**src/core/fsp_pkg.sv**
```systemverilog
// Shared constants, types and helpers of the flash self-programming sequencer
package fsp_pkg;

  // ************************************************************
  // Address layout
  // ************************************************************
  // Program space in bytes; the pointer extension byte is used only above 64 Kbytes
  localparam int FLASH_BYTES = 65536;
  localparam bit EXT_PRESENT = (FLASH_BYTES > 65536);
  localparam int ADDR_W = 16;
  localparam int WORD_LSB = 1;
  localparam int WORD_W = 5;
  localparam int PAGE_LSB = 6;
  localparam int PAGE_W = 10;
  localparam int BUF_DEPTH = 32;

  // ************************************************************
  // Control/status register layout
  // ************************************************************
  localparam int CSR_EN_BIT = 0;
  localparam int CSR_BUSY_BIT = 6;
  localparam int CSR_IE_BIT = 7;
  localparam logic [4:0] CMD_LOAD = 5'h01;
  localparam logic [4:0] CMD_ERASE = 5'h03;
  localparam logic [4:0] CMD_WRITE = 5'h05;
  localparam logic [4:0] CMD_LOCK = 5'h09;
  localparam logic [4:0] CMD_RWRE = 5'h11;
  localparam logic [4:0] CMD_RESET = 5'h00;

  // ************************************************************
  // Timing and reset values
  // ************************************************************
  localparam logic [2:0] ARM_CYCLES = 3'h4;
  localparam logic [5:0] LOCK_RESET = 6'h3f;
  localparam logic [PAGE_W-1:0] NO_READ_WHILE_WRITE_AREA_FIRST_PAGE = 10'h380;

  // Sequencer states
  typedef enum logic [1:0] {ST_IDLE, ST_ERASE, ST_WRITE, ST_LOCK} fsp_state_t;

  // Command handed to the flash array
  typedef struct packed {
    logic erase;
    logic write;
    logic lock;
    logic [PAGE_W-1:0] page;
  } fsp_flash_cmd_t;

  // Page field of a byte pointer
  function automatic logic [PAGE_W-1:0] page_of(input logic [ADDR_W-1:0] z);
    page_of = z[PAGE_LSB +: PAGE_W];
  endfunction : page_of

  // Page lies in the area that cannot be read during programming
  function automatic logic is_no_read_while_write_area(input logic [PAGE_W-1:0] pg);
    is_no_read_while_write_area = (pg >= NO_READ_WHILE_WRITE_AREA_FIRST_PAGE);
  endfunction : is_no_read_while_write_area

endpackage : fsp_pkg

```
**src/core/fsp_arm_window.sv**
```systemverilog
// Four-cycle window between a control write and the store instruction
`timescale 1ns/100ps
module fsp_arm_window (
  // Clock and reset
  input wire logic sys_clk_in,
  input wire logic rst_in,
  // Events
  input wire logic arm_in,
  input wire logic fire_in,
  // Window state
  output logic armed_out,
  output logic expired_out
);

  // Remaining cycles in the window
  logic [2:0] cnt_r;

  // ************************************************************
  // Window counter
  // ************************************************************
  // Loads on arm, drops on use, counts down otherwise
  always_ff @(posedge sys_clk_in) begin
    if (rst_in) begin
      cnt_r <= 3'h0;
    end else if (arm_in) begin
      cnt_r <= fsp_pkg::ARM_CYCLES;
    end else if (fire_in) begin
      cnt_r <= 3'h0;
    end else if (cnt_r != 3'h0) begin
      cnt_r <= cnt_r - 3'h1;
    end
  end

  // Window open while counter nonzero
  assign armed_out = (cnt_r != 3'h0);
  // Last cycle passed with no store instruction
  assign expired_out = (cnt_r == 3'h1) && !fire_in && !arm_in;

endmodule : fsp_arm_window

```
**src/core/fsp_page_buffer.sv**
```systemverilog
// Temporary page buffer with write-once slots
`timescale 1ns/100ps
module fsp_page_buffer (
  // Clock and reset
  input wire logic sys_clk_in,
  input wire logic rst_in,
  // Fill side
  input wire logic clear_in,
  input wire logic load_in,
  input wire logic [fsp_pkg::WORD_W-1:0] load_idx_in,
  input wire logic [15:0] load_data_in,
  // Drain side
  input wire logic [fsp_pkg::WORD_W-1:0] rd_idx_in,
  output logic [15:0] rd_data_out
);

  // Word storage and written flags
  logic [15:0] mem_r [fsp_pkg::BUF_DEPTH];
  logic [fsp_pkg::BUF_DEPTH-1:0] used_r;

  // ************************************************************
  // Written flags
  // ************************************************************
  always_ff @(posedge sys_clk_in) begin
    if (rst_in || clear_in) begin
      used_r <= '0;
    end else if (load_in) begin
      used_r[load_idx_in] <= 1'b1;
    end
  end

  // ************************************************************
  // Storage
  // ************************************************************
  // Write once per slot
  always_ff @(posedge sys_clk_in) begin
    if (load_in && !clear_in && !used_r[load_idx_in]) begin
      mem_r[load_idx_in] <= load_data_in;
    end
  end

  // Erased slots read as all ones
  always_ff @(posedge sys_clk_in) begin
    if (rst_in) begin
      rd_data_out <= 16'hffff;
    end else begin
      rd_data_out <= used_r[rd_idx_in] ? mem_r[rd_idx_in] : 16'hffff;
    end
  end
endmodule : fsp_page_buffer

```
**src/core/fsp_sequencer.sv**
```systemverilog
// Flash self-programming sequencer top
`timescale 1ns/100ps
module fsp_sequencer (
  // Clock and reset
  input wire logic sys_clk_in,
  input wire logic rst_in,
  // Control register write and read
  input wire logic csr_we_in,
  input wire logic [7:0] csr_wdata_in,
  output logic [7:0] csr_rdata_out,
  // Pointer and data registers of the core
  input wire logic [7:0] z_pointer_low_in,
  input wire logic [7:0] z_pointer_high_in,
  input wire logic [7:0] z_pointer_extend_in,
  input wire logic [7:0] data_low_reg_in,
  input wire logic [7:0] data_high_reg_in,
  // Instruction strobes
  input wire logic store_prog_mem_in,
  input wire logic load_program_memory_instr_in,
  input wire logic eeprom_write_in,
  // Flash array side
  input wire logic flash_done_in,
  input wire logic chip_erase_in,
  input wire logic [fsp_pkg::WORD_W-1:0] flash_word_idx_in,
  output fsp_pkg::fsp_flash_cmd_t flash_cmd_out,
  output logic [15:0] flash_word_out,
  output logic [5:0] lock_bits_out,
  output logic [23:0] lpm_addr_out,
  // Core control
  output logic cpu_halt_out,
  output logic rw_area_block_out,
  output logic spm_irq_out
);

  // ************************************************************
  // Declarations
  // ************************************************************
  // Sequencer state
  fsp_pkg::fsp_state_t state_r;
  // Command bits of the control register
  logic [4:0] cmd_r;
  // Interrupt enable bit
  logic ie_r;
  // Read-while-write area busy flag
  logic rw_area_busy_r;
  // Lock bits, one means unprogrammed
  logic [5:0] lock_r;
  // Latched flash command
  fsp_pkg::fsp_flash_cmd_t flash_cmd_r;
  // Halt, block and interrupt flops
  logic halt_r;
  logic block_r;
  logic irq_r;
  // Read data and program-read address
  logic [7:0] csr_rdata_r;
  logic [23:0] lpm_addr_r;
  // Window state
  logic armed;
  logic expired;
  // Full pointer and its fields
  logic [23:0] z_full;
  logic [fsp_pkg::ADDR_W-1:0] z_addr;
  logic [fsp_pkg::PAGE_W-1:0] z_page;
  logic [fsp_pkg::WORD_W-1:0] z_word;
  // Accepted store instruction
  logic spm_go;
  logic do_load;
  logic do_erase;
  logic do_write;
  logic do_lock;
  logic do_rwre;
  logic buf_clear;

  // ************************************************************
  // Pointer decode
  // ************************************************************
  // Extension byte joins only for large space
  assign z_full = {fsp_pkg::EXT_PRESENT ? z_pointer_extend_in : 8'h00,
                   z_pointer_high_in, z_pointer_low_in};
  assign z_addr = z_full[fsp_pkg::ADDR_W-1:0];
  assign z_page = fsp_pkg::page_of(z_addr);
  assign z_word = z_addr[fsp_pkg::WORD_LSB +: fsp_pkg::WORD_W];

  // ************************************************************
  // Command acceptance
  // ************************************************************
  // Only armed, idle stores act
  assign spm_go = store_prog_mem_in && armed && (state_r == fsp_pkg::ST_IDLE);
  assign do_load = spm_go && (cmd_r == fsp_pkg::CMD_LOAD);
  assign do_erase = spm_go && (cmd_r == fsp_pkg::CMD_ERASE);
  assign do_write = spm_go && (cmd_r == fsp_pkg::CMD_WRITE);
  assign do_lock = spm_go && (cmd_r == fsp_pkg::CMD_LOCK);
  // Read-enable pattern
  assign do_rwre = spm_go && (cmd_r == fsp_pkg::CMD_RWRE);
  // Clear after page write, read enable and EEPROM write
  assign buf_clear = do_rwre || eeprom_write_in ||
                     ((state_r == fsp_pkg::ST_WRITE) && flash_done_in);

  // Four-cycle arming window
  fsp_arm_window u_arm (
    .sys_clk_in (sys_clk_in),
    .rst_in (rst_in),
    .arm_in (csr_we_in && csr_wdata_in[fsp_pkg::CSR_EN_BIT]),
    .fire_in (store_prog_mem_in),
    .armed_out (armed),
    .expired_out (expired)
  );

  fsp_page_buffer u_buf (
    .sys_clk_in (sys_clk_in),
    .rst_in (rst_in),
    .clear_in (buf_clear),
    .load_in (do_load),
    .load_idx_in (z_word),
    .load_data_in ({data_high_reg_in, data_low_reg_in}),
    .rd_idx_in (flash_word_idx_in),
    .rd_data_out (flash_word_out)
  );

  // ************************************************************
  // Sequencer state
  // ************************************************************
  // Runs one flash operation until the array reports done
  always_ff @(posedge sys_clk_in) begin
    if (rst_in) begin
      state_r <= fsp_pkg::ST_IDLE;
    end else begin
      case (state_r)
        // Wait for an accepted command
        fsp_pkg::ST_IDLE: begin
          if (do_erase) begin
            state_r <= fsp_pkg::ST_ERASE;
          end else if (do_write) begin
            state_r <= fsp_pkg::ST_WRITE;
          end else if (do_lock) begin
            state_r <= fsp_pkg::ST_LOCK;
          end
        end
        // Operations end on array done
        fsp_pkg::ST_ERASE, fsp_pkg::ST_WRITE, fsp_pkg::ST_LOCK: begin
          if (flash_done_in) begin
            state_r <= fsp_pkg::ST_IDLE;
          end
        end
        default: begin
          state_r <= fsp_pkg::ST_IDLE;
        end
      endcase
    end
  end

  // ************************************************************
  // Control register bits
  // ************************************************************
  // Command bits held through an operation, cleared at its end
  always_ff @(posedge sys_clk_in) begin
    if (rst_in) begin
      cmd_r <= fsp_pkg::CMD_RESET;
    end else if (csr_we_in && (state_r == fsp_pkg::ST_IDLE)) begin
      cmd_r <= csr_wdata_in[4:0];
    end else if (((state_r != fsp_pkg::ST_IDLE) && flash_done_in) || do_load || do_rwre) begin
      cmd_r <= fsp_pkg::CMD_RESET;
    end else if (expired && (state_r == fsp_pkg::ST_IDLE)) begin
      cmd_r <= fsp_pkg::CMD_RESET;
    end
  end

  // Interrupt enable follows every write
  always_ff @(posedge sys_clk_in) begin
    if (rst_in) begin
      ie_r <= 1'b0;
    end else if (csr_we_in) begin
      ie_r <= csr_wdata_in[fsp_pkg::CSR_IE_BIT];
    end
  end

  // Busy set by erase or write
  always_ff @(posedge sys_clk_in) begin
    if (rst_in) begin
      rw_area_busy_r <= 1'b0;
    end else if (do_erase || do_write) begin
      rw_area_busy_r <= 1'b1;
    end else if (do_rwre) begin
      rw_area_busy_r <= 1'b0;
    end
  end

  // ************************************************************
  // Flash command and lock bits
  // ************************************************************
  // Page latched once per erase or write operation
  always_ff @(posedge sys_clk_in) begin
    if (rst_in) begin
      flash_cmd_r <= '0;
    end else begin
      // One-cycle command pulses
      flash_cmd_r.erase <= do_erase;
      flash_cmd_r.write <= do_write;
      flash_cmd_r.lock <= do_lock;
      if (do_erase || do_write) begin
        flash_cmd_r.page <= z_page;
      end
    end
  end

  always_ff @(posedge sys_clk_in) begin
    if (rst_in) begin
      lock_r <= fsp_pkg::LOCK_RESET;
    end else if (chip_erase_in) begin
      lock_r <= fsp_pkg::LOCK_RESET;
    end else if (do_lock) begin
      lock_r <= lock_r & data_low_reg_in[5:0];
    end
  end

  // ************************************************************
  // Core control outputs
  // ************************************************************
  // Halt only for no-read area target
  always_ff @(posedge sys_clk_in) begin
    if (rst_in) begin
      halt_r <= 1'b0;
    end else if (do_erase || do_write) begin
      halt_r <= fsp_pkg::is_no_read_while_write_area(z_page);
    end else if (flash_done_in) begin
      halt_r <= 1'b0;
    end
  end

  // Area blocked through erase or write
  always_ff @(posedge sys_clk_in) begin
    if (rst_in) begin
      block_r <= 1'b0;
    end else if (do_erase || do_write) begin
      block_r <= 1'b1;
    end else if (flash_done_in) begin
      block_r <= 1'b0;
    end
  end

  always_ff @(posedge sys_clk_in) begin
    if (rst_in) begin
      irq_r <= 1'b0;
    end else begin
      irq_r <= ie_r && !cmd_r[fsp_pkg::CSR_EN_BIT];
    end
  end

  // Register read image
  always_ff @(posedge sys_clk_in) begin
    if (rst_in) begin
      csr_rdata_r <= 8'h00;
    end else begin
      csr_rdata_r <= {ie_r, rw_area_busy_r, 1'b0, cmd_r};
    end
  end

  always_ff @(posedge sys_clk_in) begin
    if (rst_in) begin
      lpm_addr_r <= 24'h000000;
    end else if (load_program_memory_instr_in) begin
      lpm_addr_r <= z_full;
    end
  end

  assign csr_rdata_out = csr_rdata_r;
  assign flash_cmd_out = flash_cmd_r;
  assign lock_bits_out = lock_r;
  assign lpm_addr_out = lpm_addr_r;
  assign cpu_halt_out = halt_r;
  assign rw_area_block_out = block_r;
  assign spm_irq_out = irq_r;
endmodule : fsp_sequencer

```
**config.mk**
```make
export PLATFORM = sky130hd
export DESIGN_NAME = fsp_sequencer
export DESIGN_NICKNAME = d
export VERILOG_FILES = /design/src/core/fsp_pkg.sv /design/src/core/fsp_arm_window.sv /design/src/core/fsp_page_buffer.sv /design/src/core/fsp_sequencer.sv
export SDC_FILE = /design/constraint.sdc
export NUM_CORES = 1
export LEC_CHECK = 0
export BUFFER_PORTS_ARGS = -buffer_cell sky130_fd_sc_hd__clkbuf_2
export CAP_MARGIN = 20
export CORE_MARGIN = 2
export CORE_UTILIZATION = 50
export DETAILED_ROUTE_END_ITERATION = 12
export PLACE_DENSITY = 0.77
export SETUP_SLACK_MARGIN = 0.3
export SLEW_MARGIN = 10
export SYNTH_ARGS = -nofsm -noshare
export SYNTH_HDL_FRONTEND = slang
export SYNTH_HIERARCHICAL = 1
export SYNTH_SLANG_ARGS = --single-unit
```
**constraint.sdc**
```tcl
create_clock -name sys_clk_in -period 3.31 [get_ports sys_clk_in]
set_input_delay 0.1655 -clock sys_clk_in [delete_from_list [all_inputs] [get_ports sys_clk_in]]
set_output_delay 0.1655 -clock sys_clk_in [all_outputs]
set_load 0.005 [all_outputs]
```
==> results.tsv, run 1 <==
stage	metric	value	unit
power	Worst VDD drop	0.386	mV
routing	DRT iter0 DRCs	1496	
floorplan	Die W	225	um
run	# Max-Cap Violations	0	
synthesis	main combinational cell family by area after synthesis	multiplexers	
synthesis	Synth Area in Simple Gates	5.37	%
worst_setup_path	Crit. End Element	flop	
synthesis	sequential share of the synthesized area	71.8	%
placed_design	Routability Congestion	0.821	
grt	pin count of the biggest net entering global routing	65	
timing	Setup Total Neg Slack	0	ps
cts	Clock Latency Late Sink	610	ps
floorplan	core box area	0.0479	mm2
grt	Congestion Overflow GR	0	
synthesis	post-synth top area share	63.1	%
timing	Final Skew	15.2	ps
synthesis	Adder-Cell Fraction of Synth Area	0.154	%
synthesis	ys async rst share	0	%
synthesis	ys flop type	edfxtp_1	
placed_design	Worst Setup Slack post-DPL	155	ps
cells_and_area	Filler cells	3384	
power	Pleak	9.45	nW
routing	DRC Markers	0	
cts	CTS tree	done	
synthesis	register bit total from synthesis	617	
worst_setup_path	CP required	3600	ps
timing	Fin Hold WS	28.1	ps
routing	Post-Route WL	54.0	mm
grt	vias in the first global route	13200	
timing	final hold violations	0	
cells_and_area	register area	0.0175	mm2
cts	Inserted Clock Buffers	59	
floorplan	I/O pin cnt	131	
cts	H-tree Lvls	2	
cells_and_area	nets@finish	1597	
worst_hold_path	Tightest Hold Check Type	primary input to flop	
worst_setup_path	Worst Path Arrival	3170	ps
routing	WL/cell	24.6	um
synthesis	Cell Area, Synth	0.0244	mm2
cts	Reg clk slew, reported paths	60	ps
cts	clk buf depth	3	
timing	RSZ-0062 raised after global routing	yes	
cts	root buffer cell	clkbuf_16	
cells_and_area	area of the multi-input gates	0.00636	mm2
routing	vias	13200	
synthesis	Synth area leader	edfxtp_1	
synthesis	Yosys cell types	63	
floorplan	die area	0.0505	mm2
synthesis	Cells after Synth	1372	
routing	drt pass-1 iters	5	
floorplan	row cnt	80	
floorplan	Initial Util	50.8	%
synthesis	Area contributors post-synth	edfxtp_1 (63%), mux4_2 (10%), dfxtp_1 (8.6%)	
timing	slew margin rel.	38.9	%
timing	fin worst setup slack	433	ps
cells_and_area	post-route insts no fill	2197	
floorplan	Die Y	225	um
timing	Final Cycle Share	86.9	%
timing	# setup viols final	0	
worst_setup_path	CP Launch Type	flop	
worst_setup_path	crit path max fanout	16	
grt	Tot GR Track Use	21.6	%
placed_design	HPWL Detailed	32.4	mm
grt	first-pass GRT wire length	81.1	mm
power	PwrDens	585	mW/mm2
synthesis	post-synthesis mux area share	15.0	%
placed_design	cell total after placement	2065	
timing	min cycle time layout	2880	ps
cells_and_area	share of layout cells above drive strength 1	27.0	%
synthesis	Post-Synth XOR/XNOR Area	0.144	%
synthesis	EDFF count, synth	512	
timing	fin. max-slew vios	0	
synthesis	Synth Warn #	6	
synthesis	syn avg cell area	17.8	um2
worst_setup_path	kind of critical path	flop to flop	
placed_design	port bufs	111	
cells_and_area	area delta synth->final	15.2	%
cells_and_area	antenna fix cells	0	
timing	worst slew pin tran	916	ps
cts	clk sinks	617	
worst_setup_path	setup slack, reg-to-reg	430	ps
synthesis	share of the synthesized area in compound gates (AO/OA/AOI/OAI)	5.15	%
status	status	finished clean	
grt	initial antenna violation count	1	
routing	Post-DRT Antenna Nets	0	
timing	Fmax	348	MHz
routing	vias per cell	6.02	
registers in the layout, summed over array words and instances, names as in the netlist, 2 cells and up:
signal	cells
u_buf/mem_r	512
u_buf/used_r	32
lpm_addr_out	16
u_buf/rd_data_out	16
flash_cmd_out	13
csr_rdata_out	7
lock_bits_out	6
cmd_r	5
u_arm/cnt_r	3
state_r	2
placed cells by master (no fill, tap or decap), drive strengths merged, types with 4 or more instances in the layout:
| cell | instances |
|---|---|
| nand4b | 5 |
| dlygate4sd3 | 21 |
| edfxtp | 512 |
| nand3b | 6 |
| o22a | 6 |
| inv | 5 |
| nor2 | 90 |
| a21oi | 55 |
| a211oi | 19 |
| mux4 | 112 |
| a22oi | 34 |
| dfxtp | 105 |
| nor4b | 5 |
| nand2 | 6 |
| a311oi | 16 |
| buf | 62 |
| o21ai | 34 |
| nor3b | 4 |
| bufinv | 11 |
| and3b | 4 |
| clkbuf | 182 |
| or2 | 19 |
| conb | 9 |
| mux2i | 96 |
| clkinv | 23 |
| o211ai | 16 |
| nand2b | 43 |
| mux2 | 16 |
| nor2b | 25 |
routing by layer:
metal / up-vias / wire length, um / track usage [%]
met1: 6748 / 22200 / 30.9
met4: 0 / 1560 / 7.20
met2: 653 / 25500 / 33.8
met3: 84 / 4730 / 4.00
li1: 5742 / - / -
met5: - / 0 / 0
cells in the mapped netlist (all sizes together), types with 4 or more instances:
cell / n
nor2b: 25
or2: 19
buf: 60
nor2: 90
nand3b: 6
a311oi: 16
a21oi: 55
and3b: 4
o22a: 6
nand2b: 43
dfxtp: 105
nand2: 6
mux2: 16
edfxtp: 512
nor3b: 4
inv: 5
mux4: 112
a211oi: 19
clkbuf: 39
a22oi: 34
nand4b: 5
mux2i: 96
o21ai: 34
nor4b: 5
o211ai: 16
power by group:
part / leakage, nW / switching (mW) / internal, mW
combinational: 2.99 / 0.520 / 0.326
sequential: 5.45 / 0.0187 / 8.43
clock: 1.01 / 2.82 / 4.28
worst max-delay path: stages, from the launching register on:
cell	delay, ps
dfxtp_1	370
inv_1	80
ha_1	200
nand2b_1	100
and4bb_4	280
nand2_1	100
nor4_2	200
nand2b_1	90
a21oi_1	150
and3_4	290
nand3b_4	230
nor2_1	180
buf_4	280
stage by stage:
stage	total power, mW	util [%]	instance area, um2
final	16.4	58.5	28100
after global routing	16.8	58.5	28100
after CTS	16.5	58.4	28000
after detailed placement	9.43	53.6	25700
after global placement	9.41	53.6	25700
after floorplan	9.11	-	24400
kinds of logic (layout without fill, tap and decap cells):
family / Yosys count / count (layout)
AOI/OAI and AO/OA: 190 / 190
xor gates and xnor gates: 4 / 4
adders and majority gates: 3 / 3
buffers and inverters: 105 / 307
DFF: 617 / 617
muxes: 224 / 224
other: 1 / 9
and+or+nand+nor: 228 / 228
timing repair:
action / CTS / global route
gates cloned: 0 / 0
setup buffers: 0 / 0
endpoints found under the hold margin: 34 / 0
resized for setup: 2 / 17
setup endpoints to repair: 501 / 504
hold buffers: 21 / 0
worst paths after layout:
| path | endpoint | from | cells past startpoint |
|---|---|---|---|
| hold reg to reg | flash_cmd_out[4] | flash_cmd_out[4] | 2 |
| setup / recovery | u_buf/mem_r[17][1] | u_arm/cnt_r[0] | 12 |
| hold / removal | lock_bits_out[2] | chip_erase_in | 3 |
| setup reg to reg | u_buf/mem_r[17][1] | u_arm/cnt_r[0] | 12 |
area by class of cell:
type / count / share of cell area (%)
multi-input cells: 658 / 22.7
flip-flops and latches: 617 / 62.3
clock buffers: 74 / 5.72
well taps: 615 / 2.74
inverters: 6 / 0.0803
repair buffers: 191 / 4.85
clock inverters: 36 / 1.65
No activity file was read; power rests on OpenSTA's default activity.
==> inputs of run 2 (changes only) <==
BUFFER_PORTS_ARGS = -buffer_cell sky130_fd_sc_hd__buf_2   (was -buffer_cell sky130_fd_sc_hd__clkbuf_2)
==> results.tsv, run 2 (same netlist as run 1, synthesis figures left out) <==
stage	metric	value	unit	change
cells_and_area	Most flops, register	u_buf/mem_r		
worst_setup_path	most used cell, CP	nand2b_1		
worst_setup_path	CP Launch Type	flop		
worst_setup_path	CP bufs+invs	4		+2
floorplan	I/O pin cnt	131		unchanged
worst_setup_path	Worst Path Arrival	3170	ps	about the same
timing	min cycle time layout	2870	ps	-2.75 ps
floorplan	Die Y	225	um	unchanged
timing	slew margin rel.	37.3	%	-1.6 points
worst_setup_path	Crit. End Element	flop		
cells_and_area	most common cell after layout, fill and taps aside	edfxtp_1		
floorplan	Initial Util	50.8	%	unchanged
power	Pleak	9.44	nW	-0.13%
worst_setup_path	reg2reg start	u_arm/cnt_r[0]		
routing	vias	13300		+0.70%
timing	RSZ-0062 raised after global routing	no		
grt	first-pass GRT wire length	81.1	mm	about the same
grt	initial antenna violation count	0		-1
status	status	finished clean		
cells_and_area	share of layout cells above drive strength 1	28.1	%	+1.1 points
routing	vias per cell	6.02		about the same
worst_setup_path	max incr delay on CP	350	ps	-20 ps
worst_hold_path	hold worst-path end	u_arm/cnt_r[2]		
cells_and_area	max reg flops	512		unchanged
grt	vias in the first global route	13300		+0.80%
worst_hold_path	hold path start	csr_we_in		
grt	pin count of the biggest net entering global routing	65		unchanged
cells_and_area	antenna fix cells	0		unchanged
run	# Max-Cap Violations	0		unchanged
cts	CTS tree	done		
routing	DRT iter0 DRCs	1559		+4.2%
routing	Post-Route WL	55.5	mm	+2.8%
cells_and_area	most frequent cells in the layout	edfxtp_1 (512), mux4_2 (112), buf_2 (108), dfxtp_1 (104), mux2i_1 (96)		
placed_design	HPWL Detailed	32.8	mm	+1.3%
cts	Inserted Clock Buffers	60		+1.7%
placed_design	Routability Congestion	0.826		+0.58%
cells_and_area	post-route insts no fill	2211		+0.64%
timing	Fmax	348	MHz	about the same
worst_setup_path	family with the most delay on the worst path	simple AND/OR/NAND/NOR gates		
worst_setup_path	reg2reg end	u_buf/mem_r[11][13]		
timing	Setup Total Neg Slack	0	ps	unchanged
cells_and_area	area delta synth->final	15.8	%	
power	Worst VDD drop	0.455	mV	+18%
power	Tot Pwr	15.9	mW	-3.2%
grt	Congestion Overflow GR	0		unchanged
timing	worst slew pin tran	941	ps	+24.5 ps
routing	drt pass-1 iters	5		unchanged
floorplan	core box area	0.0479	mm2	unchanged
routing	WL/cell	25.1	um	+2.2%
cells_and_area	biggest regs	u_buf/mem_r: 512 flops, u_buf/used_r: 32 flops		
placed_design	Worst Setup Slack post-DPL	139	ps	-15.8 ps
worst_setup_path	slowest CP cell	dfxtp_2		
cts	clk sinks	617		unchanged
cts	clk buf depth	3		unchanged
cts	H-tree Lvls	2		unchanged
worst_hold_path	worst hold path depth	4		+1
floorplan	row cnt	80		unchanged
placed_design	cell total after placement	2066		+0.048%
worst_setup_path	kind of critical path	flop to flop		
timing	Final Skew	19.0	ps	+3.80 ps
timing	# setup viols final	0		unchanged
worst_setup_path	crit path max fanout	16		unchanged
worst_setup_path	critical path cell sequence	inv_1 -> ha_1 -> nand2b_1 -> and4bb_4 -> nand2_1 -> nor4_2 -> buf_4 -> nand2b_1 -> a21oi_1 -> and3_4 -> nand3_4 -> buf_12 -> nor2_2 -> buf_6		
timing	fin worst setup slack	436	ps	+2.75 ps
worst_setup_path	CP required	3610	ps	about the same
worst_hold_path	Tightest Hold Check Type	primary input to flop		
placed_design	port bufs	111		unchanged
worst_setup_path	instance count on the critical path	14		+2
power	PwrDens	563	mW/mm2	-3.7%
cells_and_area	nets@finish	1609		+0.75%
worst_setup_path	setup slack, reg-to-reg	440	ps	about the same
worst_setup_path	reg2reg path depth	14		+2
cells_and_area	Filler cells	3353		-0.92%
cts	Clock Latency Late Sink	620	ps	about the same
timing	Final Cycle Share	86.8	%	about the same
floorplan	die area	0.0505	mm2	unchanged
floorplan	Die W	225	um	unchanged
grt	Tot GR Track Use	21.6	%	about the same
routing	DRC Markers	0		unchanged
cts	Reg clk slew, reported paths	60	ps	about the same
timing	final hold violations	0		unchanged
timing	fin. max-slew vios	0		unchanged
cts	root buffer cell	clkbuf_16		
routing	Post-DRT Antenna Nets	0		unchanged
[run 2: changes by cell type in the layout (fill, tap and decap cells not counted), sizes merged]
cell,delta
clkbuf,-110
dlygate4sd3,+3
clkinv,+6
buf,+115
clkinvlp,+4
inv,+2
bufinv,-6
[run 2: worst min-delay path, cell delays in order]
cell and delay, ps:
buf_2 130, and2_1 170, inv_1 70, a221oi_2 60
[run 2: layer usage]
metal	up-vias	track usage, %	routed length (um)	part of all wire, %
met5	-	0	0	0
met4	0	7.07	1540	2.8
met3	78	4.18	4680	8.4
met2	700	33.8	26600	48
met1	6762	30.9	22600	41
li1	5780	-	-	-
[run 2: repair_timing]
item	CTS	global route
pin swaps	0	3
gates cloned	0	5
setup buffers	0	3
gates resized for setup	4	79
setup endpoints to repair	508	512
hold buffers	24	0
endpoints found under the hold margin	42	0
[run 2: report_power, final]
part	switching, mW	internal [mW]
Combinational	0.528	0.329
Clock	2.83	3.75
Sequential	0.0201	8.43
Total	3.38	12.5
[run 2: worst max-delay path by stage]
stage	to	start
2_1_floorplan	u_buf/mem_r[1][0]	u_arm/cnt_r[0]
3_3_place_gp	u_buf/mem_r[28][0]	u_arm/cnt_r[0]
3_5_place_dp	u_buf/mem_r[28][9]	u_arm/cnt_r[0]
4_1_cts	u_buf/mem_r[1][6]	u_arm/cnt_r[0]
5_1_grt	u_buf/mem_r[11][2]	u_arm/cnt_r[0]
6_report	u_buf/mem_r[11][13]	u_arm/cnt_r[0]
[run 2: final cells by class]
cell class / instances / area [um2] / area share [%]
flip-flops and latches: 617 / 17500 / 62.0
repair buffers: 202 / 1580 / 5.58
multi-input cells: 658 / 6470 / 22.9
inverters: 6 / 22.5 / 0.0798
well taps: 615 / 769 / 2.73
clock buffers: 71 / 1560 / 5.54
clock inverters: 42 / 330 / 1.17
[run 2: per-stage QoR]
step	util, %	hold slack (ps)	instance area, um2
6_report	58.8	43.3	28200
5_1_grt	58.8	67.3	28200
4_1_cts	58.1	17.7	27800
3_5_place_dp	53.6	380	25700
3_3_place_gp	53.6	381	25700
2_1_floorplan	-	232	24400
